`src/common/sfsi_regs.svh`:
```
// register offsets, field positions and reset values of the sensor fifo block
`ifndef SFSI_REGS_SVH
`define SFSI_REGS_SVH

// ============================================================
// register byte offsets
`define SFSI_OFF_CTRL      8'h00
`define SFSI_OFF_SENS      8'h04
`define SFSI_OFF_THRESH    8'h08
`define SFSI_OFF_COUNT     8'h0C
`define SFSI_OFF_DATA      8'h10
`define SFSI_OFF_BURST     8'h14
`define SFSI_OFF_STATUS    8'h18
`define SFSI_OFF_TEMP      8'h1C
`define SFSI_OFF_PRESS     8'h20
`define SFSI_OFF_OOR_REF   8'h24
`define SFSI_OFF_OOR_CFG   8'h28

// ============================================================
// field positions
`define SFSI_CTRL_FRAME    0
`define SFSI_CTRL_STOP     2
`define SFSI_CTRL_DEC      3
`define SFSI_CTRL_PWR      6
`define SFSI_SENS_PEN      11
`define SFSI_OORC_LIM      8
`define SFSI_ST_DRDY       0
`define SFSI_ST_FULL       1
`define SFSI_ST_THS        2
`define SFSI_ST_OOR        3
`define SFSI_ST_POR        4

// ============================================================
// values and reset values
`define SFSI_RST_POR       1'b1
`define SFSI_PWR_STANDBY   2'b00
`define SFSI_EMPTY_BYTE    8'h7F
`define SFSI_FIFO_WORDS    6'd32
`define SFSI_MAX_PT        6'd16
`define SFSI_MAX_SINGLE    6'd32

`endif

```
`src/common/sfsi_pkg.sv`:
```
// types shared by the sensor fifo block and its bench
package sfsi_pkg;

    // ============================================================
    // frame type selection
    typedef enum logic [1:0] {
        SFSI_FR_OFF = 2'b00,
        SFSI_FR_T   = 2'b01,
        SFSI_FR_P   = 2'b10,
        SFSI_FR_PT  = 2'b11
    } sfsi_frame_t;

    // ============================================================
    // bus and measurement carriers
    typedef struct packed {
        logic        psel;
        logic        penable;
        logic        pwrite;
        logic [7:0]  paddr;
        logic [31:0] pwdata;
    } sfsi_apb_req_t;

    typedef struct packed {
        logic        pready;
        logic        pslverr;
        logic [31:0] prdata;
    } sfsi_apb_rsp_t;

    typedef struct packed {
        logic [23:0] temp;
        logic [23:0] press;
    } sfsi_meas_t;

    // ============================================================
    // complete state of the block
    typedef struct packed {
        sfsi_frame_t      frame;
        logic             stop;
        logic [2:0]       dec;
        logic [1:0]       pwr;
        logic [11:0]      sens;
        logic [4:0]       thresh;
        logic [16:0]      oor_ref;
        logic [7:0]       oor_range;
        logic [3:0]       oor_lim;
        logic [3:0]       oor_cnt;
        logic [31:0][23:0] mem;
        logic [4:0]       rd_ptr;
        logic [4:0]       wr_ptr;
        logic [5:0]       words;
        logic [2:0]       byte_idx;
        logic [6:0]       dec_cnt;
        sfsi_meas_t       vis;
        sfsi_meas_t       shadow;
        logic             sh_pend;
        logic             burst_open;
        logic             data_touched;
        logic [4:0]       status;
        logic [31:0]      prdata;
        logic             slverr;
    } sfsi_state_t;

endpackage

```
`src/design/sfsi_core.sv`:
```
// sensor data path: result shadowing, frame fifo and status flags
`timescale 1ns/100ps
`default_nettype none
`include "sfsi_regs.svh"

module sfsi_core (
    input  wire logic                   pclk,
    input  wire logic                   presetn,
    input  wire sfsi_pkg::sfsi_apb_req_t apb_req,
    output var  sfsi_pkg::sfsi_apb_rsp_t apb_rsp,
    input  wire logic                   meas_valid,
    input  wire sfsi_pkg::sfsi_meas_t   meas_data,
    output logic                        press_needed
);
    import sfsi_pkg::*;

    sfsi_state_t s_reg;
    sfsi_state_t s_next;

    // ============================================================
    // helpers
    function automatic logic [5:0] frames_of(input logic [5:0] w, input sfsi_frame_t f);
        frames_of = (f == SFSI_FR_PT) ? {1'b0, w[5:1]} : w;
    endfunction

    // full when occupancy reaches the frame type maximum
    function automatic logic full_cond(input logic [5:0] w, input sfsi_frame_t f);
        logic [5:0] fr;
        fr = frames_of(w, f);
        full_cond = (f != SFSI_FR_OFF) &&
                    (fr == ((f == SFSI_FR_PT) ? `SFSI_MAX_PT : `SFSI_MAX_SINGLE));
    endfunction

    // threshold level, top bit dropped for dual frames
    function automatic logic ths_cond(input logic [5:0] w, input sfsi_frame_t f,
                                      input logic [4:0] t);
        logic [4:0] lvl;
        lvl = (f == SFSI_FR_PT) ? {1'b0, t[3:0]} : t;
        ths_cond = (f != SFSI_FR_OFF) && (lvl != 5'h00) &&
                   (frames_of(w, f) >= {1'b0, lvl});
    endfunction

    // ============================================================
    // decoded bus and fifo views
    logic       acc;
    logic       setup;
    logic       wr_acc;
    logic       rd_acc;
    logic       burst_end;
    logic       reading;
    logic       fifo_en;
    logic [5:0] fw;
    logic       mapped;

    assign acc     = apb_req.psel && apb_req.penable;
    assign setup   = apb_req.psel && !apb_req.penable;
    assign wr_acc  = acc && apb_req.pwrite;
    assign rd_acc  = acc && !apb_req.pwrite;
    assign fifo_en = (s_reg.frame != SFSI_FR_OFF);
    assign fw      = (s_reg.frame == SFSI_FR_PT) ? 6'd2 : 6'd1;
    assign mapped  = (apb_req.paddr <= `SFSI_OFF_OOR_CFG) && (apb_req.paddr[1:0] == 2'b00);
    // a burst ends on closing write, or after any lone access outside one
    assign burst_end = acc && ((apb_req.pwrite && apb_req.paddr == `SFSI_OFF_BURST &&
                                !apb_req.pwdata[0]) ||
                               (!s_reg.burst_open &&
                                !(apb_req.pwrite && apb_req.paddr == `SFSI_OFF_BURST)));
    // host is inside a burst over the result registers
    assign reading = s_reg.burst_open && s_reg.data_touched && !burst_end;

    // pressure conversion forced by pressure frames
    assign press_needed = s_reg.sens[`SFSI_SENS_PEN] || s_reg.frame[1];

    // bus answer, pready in access phase, data from flops
    assign apb_rsp = '{pready:  apb_req.psel && apb_req.penable,
                       pslverr: s_reg.slverr,
                       prdata:  s_reg.prdata};

    // ============================================================
    // next state
    always_comb begin
        logic [4:0]  idx;
        logic [23:0] word;
        logic [7:0]  byte_v;
        logic [2:0]  bsel;
        logic        flush;
        logic [6:0]  dmask;
        logic [7:0]  dpow;
        logic [17:0] p_pa;
        logic [18:0] hi;
        logic        outside;
        logic [3:0]  lim;
        idx     = 5'h00;
        word    = 24'h000000;
        byte_v  = 8'h00;
        bsel    = 3'h0;
        flush   = 1'b0;
        dmask   = 7'h00;
        dpow    = 8'h00;
        p_pa    = 18'h00000;
        hi      = 19'h00000;
        outside = 1'b0;
        lim     = 4'h0;
        s_next  = s_reg;

        // fifo byte under the read cursor, low byte first
        idx  = s_reg.rd_ptr + ((s_reg.byte_idx >= 3'd3) ? 5'd1 : 5'd0);
        bsel = (s_reg.byte_idx >= 3'd3) ? (s_reg.byte_idx - 3'd3) : s_reg.byte_idx;
        word = s_reg.mem[idx];
        unique case (bsel)
            3'd0:    byte_v = word[7:0];
            3'd1:    byte_v = word[15:8];
            default: byte_v = word[23:16];
        endcase
        if (!fifo_en || s_reg.words < fw) begin
            byte_v = `SFSI_EMPTY_BYTE;
        end

        // read data latched in setup phase
        if (setup) begin
            s_next.slverr = !mapped;
            s_next.prdata = 32'h00000000;
            unique case (apb_req.paddr)
                `SFSI_OFF_CTRL:    s_next.prdata = {24'h000000, s_reg.pwr, s_reg.dec,
                                                    s_reg.stop, s_reg.frame};
                `SFSI_OFF_SENS:    s_next.prdata = {20'h00000, s_reg.sens};
                `SFSI_OFF_THRESH:  s_next.prdata = {27'h0000000, s_reg.thresh};
                `SFSI_OFF_COUNT:   s_next.prdata = {26'h0000000,
                                                    frames_of(s_reg.words, s_reg.frame)};
                `SFSI_OFF_DATA:    s_next.prdata = {24'h000000, byte_v};
                `SFSI_OFF_BURST:   s_next.prdata = {31'h00000000, s_reg.burst_open};
                `SFSI_OFF_STATUS:  s_next.prdata = {27'h0000000, s_reg.status};
                `SFSI_OFF_TEMP:    s_next.prdata = {8'h00, s_reg.vis.temp};
                `SFSI_OFF_PRESS:   s_next.prdata = {8'h00, s_reg.vis.press};
                `SFSI_OFF_OOR_REF: s_next.prdata = {15'h0000, s_reg.oor_ref};
                `SFSI_OFF_OOR_CFG: s_next.prdata = {20'h00000, s_reg.oor_lim, s_reg.oor_range};
                default:           s_next.prdata = 32'h00000000;
            endcase
        end

        // read side effects at the access edge
        if (rd_acc) begin
            if (apb_req.paddr == `SFSI_OFF_TEMP || apb_req.paddr == `SFSI_OFF_PRESS) begin
                s_next.data_touched = s_reg.burst_open;
            end
            if (apb_req.paddr == `SFSI_OFF_DATA && fifo_en && s_reg.words >= fw) begin
                if ({3'b000, s_reg.byte_idx} + 6'd1 == 6'd3 * fw) begin
                    s_next.rd_ptr   = s_reg.rd_ptr + fw[4:0];
                    s_next.words    = s_reg.words - fw;
                    s_next.byte_idx = 3'h0;
                end else begin
                    s_next.byte_idx = s_reg.byte_idx + 3'd1;
                end
            end
            if (apb_req.paddr == `SFSI_OFF_STATUS) begin
                s_next.status[`SFSI_ST_DRDY] = 1'b0;
                s_next.status[`SFSI_ST_OOR]  = 1'b0;
                s_next.status[`SFSI_ST_POR]  = 1'b0;
            end
        end

        // register writes
        if (wr_acc) begin
            unique case (apb_req.paddr)
                `SFSI_OFF_CTRL: begin
                    s_next.stop = apb_req.pwdata[`SFSI_CTRL_STOP];
                    s_next.pwr  = apb_req.pwdata[`SFSI_CTRL_PWR +: 2];
                    if (s_reg.pwr == `SFSI_PWR_STANDBY) begin
                        s_next.frame = sfsi_frame_t'(apb_req.pwdata[`SFSI_CTRL_FRAME +: 2]);
                        s_next.dec   = apb_req.pwdata[`SFSI_CTRL_DEC +: 3];
                    end
                    flush = (s_next.pwr != s_reg.pwr) || (s_next.frame != s_reg.frame) ||
                            (s_next.dec != s_reg.dec);
                end
                `SFSI_OFF_SENS: begin
                    s_next.sens = apb_req.pwdata[11:0];
                    flush = (apb_req.pwdata[10:0] != s_reg.sens[10:0]);
                end
                `SFSI_OFF_THRESH:  s_next.thresh = apb_req.pwdata[4:0];
                `SFSI_OFF_BURST:   s_next.burst_open = apb_req.pwdata[0];
                `SFSI_OFF_OOR_REF: s_next.oor_ref = apb_req.pwdata[16:0];
                `SFSI_OFF_OOR_CFG: begin
                    s_next.oor_range = apb_req.pwdata[7:0];
                    s_next.oor_lim   = apb_req.pwdata[`SFSI_OORC_LIM +: 4];
                end
                default: s_next.oor_lim = s_next.oor_lim;
            endcase
        end

        // burst end: publish shadow, resend partial frame, drop stale fifo flags
        if (burst_end) begin
            s_next.burst_open   = 1'b0;
            s_next.data_touched = 1'b0;
            s_next.byte_idx     = 3'h0;
            if (s_reg.sh_pend) begin
                s_next.vis                   = s_reg.shadow;
                s_next.sh_pend               = 1'b0;
                s_next.status[`SFSI_ST_DRDY] = 1'b1;
            end
            if (!full_cond(s_next.words, s_next.frame)) begin
                s_next.status[`SFSI_ST_FULL] = 1'b0;
            end
            if (!ths_cond(s_next.words, s_next.frame, s_next.thresh)) begin
                s_next.status[`SFSI_ST_THS] = 1'b0;
            end
        end

        // flush on reconfiguration
        if (flush) begin
            s_next.rd_ptr                = 5'h00;
            s_next.wr_ptr                = 5'h00;
            s_next.words                 = 6'h00;
            s_next.byte_idx              = 3'h0;
            s_next.dec_cnt               = 7'h00;
            s_next.oor_cnt               = 4'h0;
            s_next.status[`SFSI_ST_FULL] = 1'b0;
            s_next.status[`SFSI_ST_THS]  = 1'b0;
            s_next.status[`SFSI_ST_OOR]  = 1'b0;
        end

        // measurement completion
        if (meas_valid) begin
            if (reading) begin
                s_next.shadow  = meas_data;
                s_next.sh_pend = 1'b1;
            end else begin
                s_next.vis                   = meas_data;
                s_next.status[`SFSI_ST_DRDY] = 1'b1;
            end
            // decimation: only a zero count stores a frame
            dpow           = 8'h01 << s_next.dec;
            dmask          = 7'(dpow - 8'h01);
            // count is advanced first, so a stored slot shows as the count just past zero
            s_next.dec_cnt = flush ? 7'h00 : ((s_next.dec_cnt + 7'd1) & dmask);
            if (s_next.frame != SFSI_FR_OFF && s_next.dec_cnt == (7'h01 & dmask)
                && !flush) begin
                if (s_next.words + fw > `SFSI_FIFO_WORDS && !s_next.stop) begin
                    s_next.rd_ptr   = s_next.rd_ptr + fw[4:0];
                    s_next.words    = s_next.words - fw;
                    s_next.byte_idx = 3'h0;
                end
                if (s_next.words + fw <= `SFSI_FIFO_WORDS) begin
                    unique case (s_next.frame)
                        SFSI_FR_PT: begin
                            s_next.mem[s_next.wr_ptr]        = meas_data.temp;
                            s_next.mem[s_next.wr_ptr + 5'd1] = meas_data.press;
                        end
                        SFSI_FR_T: s_next.mem[s_next.wr_ptr] = meas_data.temp;
                        default:   s_next.mem[s_next.wr_ptr] = meas_data.press;
                    endcase
                    s_next.wr_ptr = s_next.wr_ptr + fw[4:0];
                    s_next.words  = s_next.words + fw;
                end
            end
            // fifo flags raised at measurement end
            if (full_cond(s_next.words, s_next.frame)) begin
                s_next.status[`SFSI_ST_FULL] = 1'b1;
            end
            if (ths_cond(s_next.words, s_next.frame, s_next.thresh)) begin
                s_next.status[`SFSI_ST_THS] = 1'b1;
            end
            // pressure window in pascals
            p_pa    = meas_data.press[23:6];
            hi      = {2'b00, s_reg.oor_ref} + {11'h000, s_reg.oor_range};
            outside = ({1'b0, p_pa} > hi) ||
                      (({1'b0, p_pa} + {11'h000, s_reg.oor_range}) < {2'b00, s_reg.oor_ref});
            lim     = (s_reg.oor_lim == 4'h0) ? 4'h1 : s_reg.oor_lim;
            if (outside && !flush) begin
                if (s_reg.oor_cnt != 4'hF) begin
                    s_next.oor_cnt = s_reg.oor_cnt + 4'd1;
                end
                if (s_reg.oor_cnt + 4'd1 >= lim || s_reg.oor_cnt == 4'hF) begin
                    s_next.status[`SFSI_ST_OOR] = 1'b1;
                end
            end else begin
                s_next.oor_cnt = 4'h0;
            end
        end

        // threshold write re-evaluates the flag against the new level
        if (wr_acc && apb_req.paddr == `SFSI_OFF_THRESH) begin
            s_next.status[`SFSI_ST_THS] = ths_cond(s_next.words, s_next.frame,
                                                   s_next.thresh);
        end
    end

    // ============================================================
    // state register
    always_ff @(posedge pclk or negedge presetn) begin
        if (!presetn) begin
            s_reg                     <= '0;
            s_reg.frame               <= SFSI_FR_OFF;
            s_reg.status[`SFSI_ST_POR] <= `SFSI_RST_POR;
        end else begin
            s_reg <= s_next;
        end
    end

    // no bus traffic, so a measurement edge is the only cause of fifo motion
    logic quiet;
    assign quiet = !apb_req.psel;
endmodule

`default_nettype wire

```
`config.mk`:
```
export PLATFORM = sky130hd
export DESIGN_NAME = sfsi_core
export DESIGN_NICKNAME = d
export VERILOG_FILES = /design/src/common/sfsi_pkg.sv /design/src/design/sfsi_core.sv
export VERILOG_INCLUDE_DIRS = /design/src /design/src/common
export SDC_FILE = /design/constraint.sdc
export NUM_CORES = 2
export LEC_CHECK = 0
export BUFFER_PORTS_ARGS = -buffer_cell sky130_fd_sc_hd__buf_4
export CELL_PAD_IN_SITES_DETAIL_PLACEMENT = 1
export CELL_PAD_IN_SITES_GLOBAL_PLACEMENT = 2
export CORE_ASPECT_RATIO = 1.25
export CORE_MARGIN = 2
export CORE_UTILIZATION = 39
export DETAILED_ROUTE_END_ITERATION = 10
export PLACE_DENSITY_LB_ADDON = 0.1
export SYNTH_ARGS = -nofsm -noshare
export SYNTH_HDL_FRONTEND = slang
export SYNTH_SLANG_ARGS = --single-unit
```
`constraint.sdc`:
```
create_clock -name pclk -period 13.8 [get_ports pclk]
set_input_delay 0.69 -clock pclk [delete_from_list [all_inputs] [get_ports pclk]]
set_output_delay 0.69 -clock pclk [all_outputs]
set_load 0.01 [all_outputs]
```
==> run metrics <==
status=completed; antenna violations before repair=12; post-route insts no fill=10660; RSZ-0062 raised after global routing=false; startpoint class of the critical path=register; post-synthesis xor/xnor area fraction=0.009952; GRT Util Overall=0.3671; Tcrit/Tclk final=0.7451; worst hold-check path type=in2reg; Peak supply drop=0.00009290 V; fmax=97.26 MHz; Synth Area in Adders=0.01888; ratio of cells with drive above 1 in the final layout=0.1170; number of global-route vias before repair=72590; CTS tree=built; Critical Path End Type=register; slew margin rel.=0.1573; first-pass GRT wire length=493300 microns; Die Span Y=472.6 microns; FF+latch count, synth=981; Area Growth Syn to Fin=8.290%; pin count of the biggest net entering global routing=158; Max-cap violations=0; Pleak=31.22 nW; HP Start=apb_req[13]; Antenna Nets Post-Route=0; Inst Count DP=10440; gpl congestion=0.8696; required time of the critical path=14.45 ns; Num CTS Buffers=119; CTS sink cnt=981; Setup TNS=0 ns; r2r worst-path depth=42; Overflow after GRT=0; port bufs=105; core area=175200 sq um; Die Width=378.9 microns; drt pass-1 iters=5; Post-Syn Area=68520 sq um; hold buffers post-CTS=1; syn_area_per_cell=7.760 sq um; clk root buf=clkbuf_16; clock buffer depth=3; Final Critical Period=10.28 ns; Area contributors post-synth=dfrtp_1 (36%), nor2_1 (9.2%), nand2_1 (8.3%), mux4_2 (7.9%), o22ai_1 (6.7%); count of final hold-check violations=0; Final Util=0.4236; Hold Path Sink=s_reg[960]; Slew @ Worst Pin=1.264 ns; Worst path slowest cell=dfrtp_1; clock slew at reported path FFs=0.07 ns; max-slew violations=0; CTS H-tree lvls=3; EDFF count, synth=0; Vias per Instance=6.639; Overall Power=7.526 mW; routed via count=70780; clk_skew=0.05639 ns; post-CTS setup buffers=0; HPWL after DPL=195800 microns; Final setup viols=0; top-area cell type share of the netlist area=0.3579; buffers and inverters on the worst path=4; Max FO, Critical Path=23; IO Pins=129; Synth warnings=0; initial DRC count=6907; r2r setup slk=3.52 ns; Initial Utilization=0.3911; Std-Cell Rows=172; sequential area share after synthesis=0.3583; Pwr Density=101.4 nW/um^2; drt wl/cell=31.36 microns; number of library cell types mapped by synthesis=87; Worst R2R End=s_reg[35]; Largest register FFs=956; Critical Path Start=s_reg[988]; met1 usage=0.4710; dominant cell type by area after synthesis=dfrtp_1; Crit Path Class=reg2reg; mux share of post-synthesis cell area=0.1151; ys flop type=dfrtp_1; fin nets=8400; cell family with most CP delay=simple AND/OR/NAND/NOR gates; Skew-Pair Late Insertion Delay=0.81 ns; Synth Area in Simple Gates=0.1940; Die ar.=179100 sq um; worst endpoint data arrival time=10.94 ns; post_cts resized=0; GR Util met2=0.5912; slowest cell delay on critical path=0.64 ns; main combinational cell family by area after synthesis=compound AO/OA/AOI/OAI gates; r2r startpoint=s_reg[988]; synthesized netlist cell count=8830; grt peak-use layer=met2; fill count=20890; grt met3 use=0.05458; compound-gate portion of the synthesized area=0.2375; final wirelength=334300 microns; FFs w/ async S/R, synth=1.000; fin area=74200 sq um; Residual DRC=0; WHS Path Cells=2; placed cell area=70150 sq um
[placed cells by master, fill, tap and decap left out, types with 72 or more instances in the layout]
master and n:
o22ai_1 736, a21oi_1 912, dfrtp_1 980, nand2_1 1497, ha_1 87, buf_4 282, mux2_2 107, mux4_2 240
a31oi_1 705, o21ai_0 84, mux2i_1 125, inv_1 72, clkbuf_16 120, nor2_1 1650
[cells in the mapped netlist, types with 15 or more instances]
| cell | number |
|---|---|
| nor2_1 | 1677 |
| nand2_1 | 1515 |
| dfrtp_1 | 980 |
| a21oi_1 | 919 |
| clkbuf_1 | 782 |
| o22ai_1 | 737 |
| a31oi_1 | 706 |
| mux4_2 | 240 |
| mux2i_1 | 126 |
| buf_2 | 122 |
| mux2_2 | 107 |
| buf_1 | 97 |
| ha_1 | 89 |
| o21ai_0 | 84 |
| inv_1 | 72 |
| o22a_1 | 59 |
| xnor2_1 | 56 |
| nand3_1 | 51 |
| buf_4 | 40 |
| nor3_1 | 28 |
| a21o_1 | 23 |
| a21oi_4 | 22 |
| a221oi_1 | 21 |
| xor2_1 | 20 |
| nand4_1 | 18 |
| nor4_1 | 18 |
| nand2b_1 | 16 |
| a222oi_1 | 15 |
[kinds of logic after synthesis]
kind of cell / Yosys count
compound gates: 2683
xor+xnor: 77
fa+ha+maj: 98
buf+inv: 1118
flops: 981
mux: 474
other cells: 1
simple gates: 3398
[where the power goes]
group	internal, mW	leakage (nW)	switching, mW
combinational	0.349	15.8	0.759
sequential	2.97	13.5	0.0931
clock	1.90	1.99	1.46
[layout make-up]
| cell class | count | area (sq um) | area share |
|---|---|---|---|
| clock inverters | 33 | 405.4 | 0.005464 |
| flip-flops and latches | 981 | 24550 | 0.3309 |
| repair buffers | 296 | 2382 | 0.03211 |
| clock buffers | 188 | 3628 | 0.04890 |
| diodes | 3 | 7.507 | 0.0001012 |
| multi-input cells | 6738 | 40020 | 0.5393 |
| inverters | 72 | 270.3 | 0.003642 |
| well taps | 2349 | 2939 | 0.03961 |
[per-stage QoR]
stage / hold slack [ns] / setup WS (ns)
final: 0.1262 / 3.518
after global placement: 0.4556 / 3.671
after global routing: 0.1133 / 2.734
after CTS: 0.07624 / 3.592
after detailed placement: 0.4630 / 3.658
after floorplan: 0.3944 / 4.228
[worst max path at each step]
stage,to,depth (start not counted)
floorplan,s_reg[35],48
global placement,s_reg[35],42
detailed placement,s_reg[35],42
CTS,s_reg[35],42
global route,s_reg[35],41
finish,s_reg[35],42
[worst register-to-register path: cells and delay by family, from the launching register on]
kind	cells	cell delay (ns)
flops	1	0.64
mux	1	0.30
fa+ha+maj	5	1.80
buf+inv	4	0.51
simple gates	18	3.85
compound gates	14	3.08
[metal layers]
metal	routed length, microns	up-vias
met2	155000	3026
met5	58	-
li1	-	30090
met4	20630	8
met1	134800	36800
met3	23890	852
(Power assumes the default switching activity.)
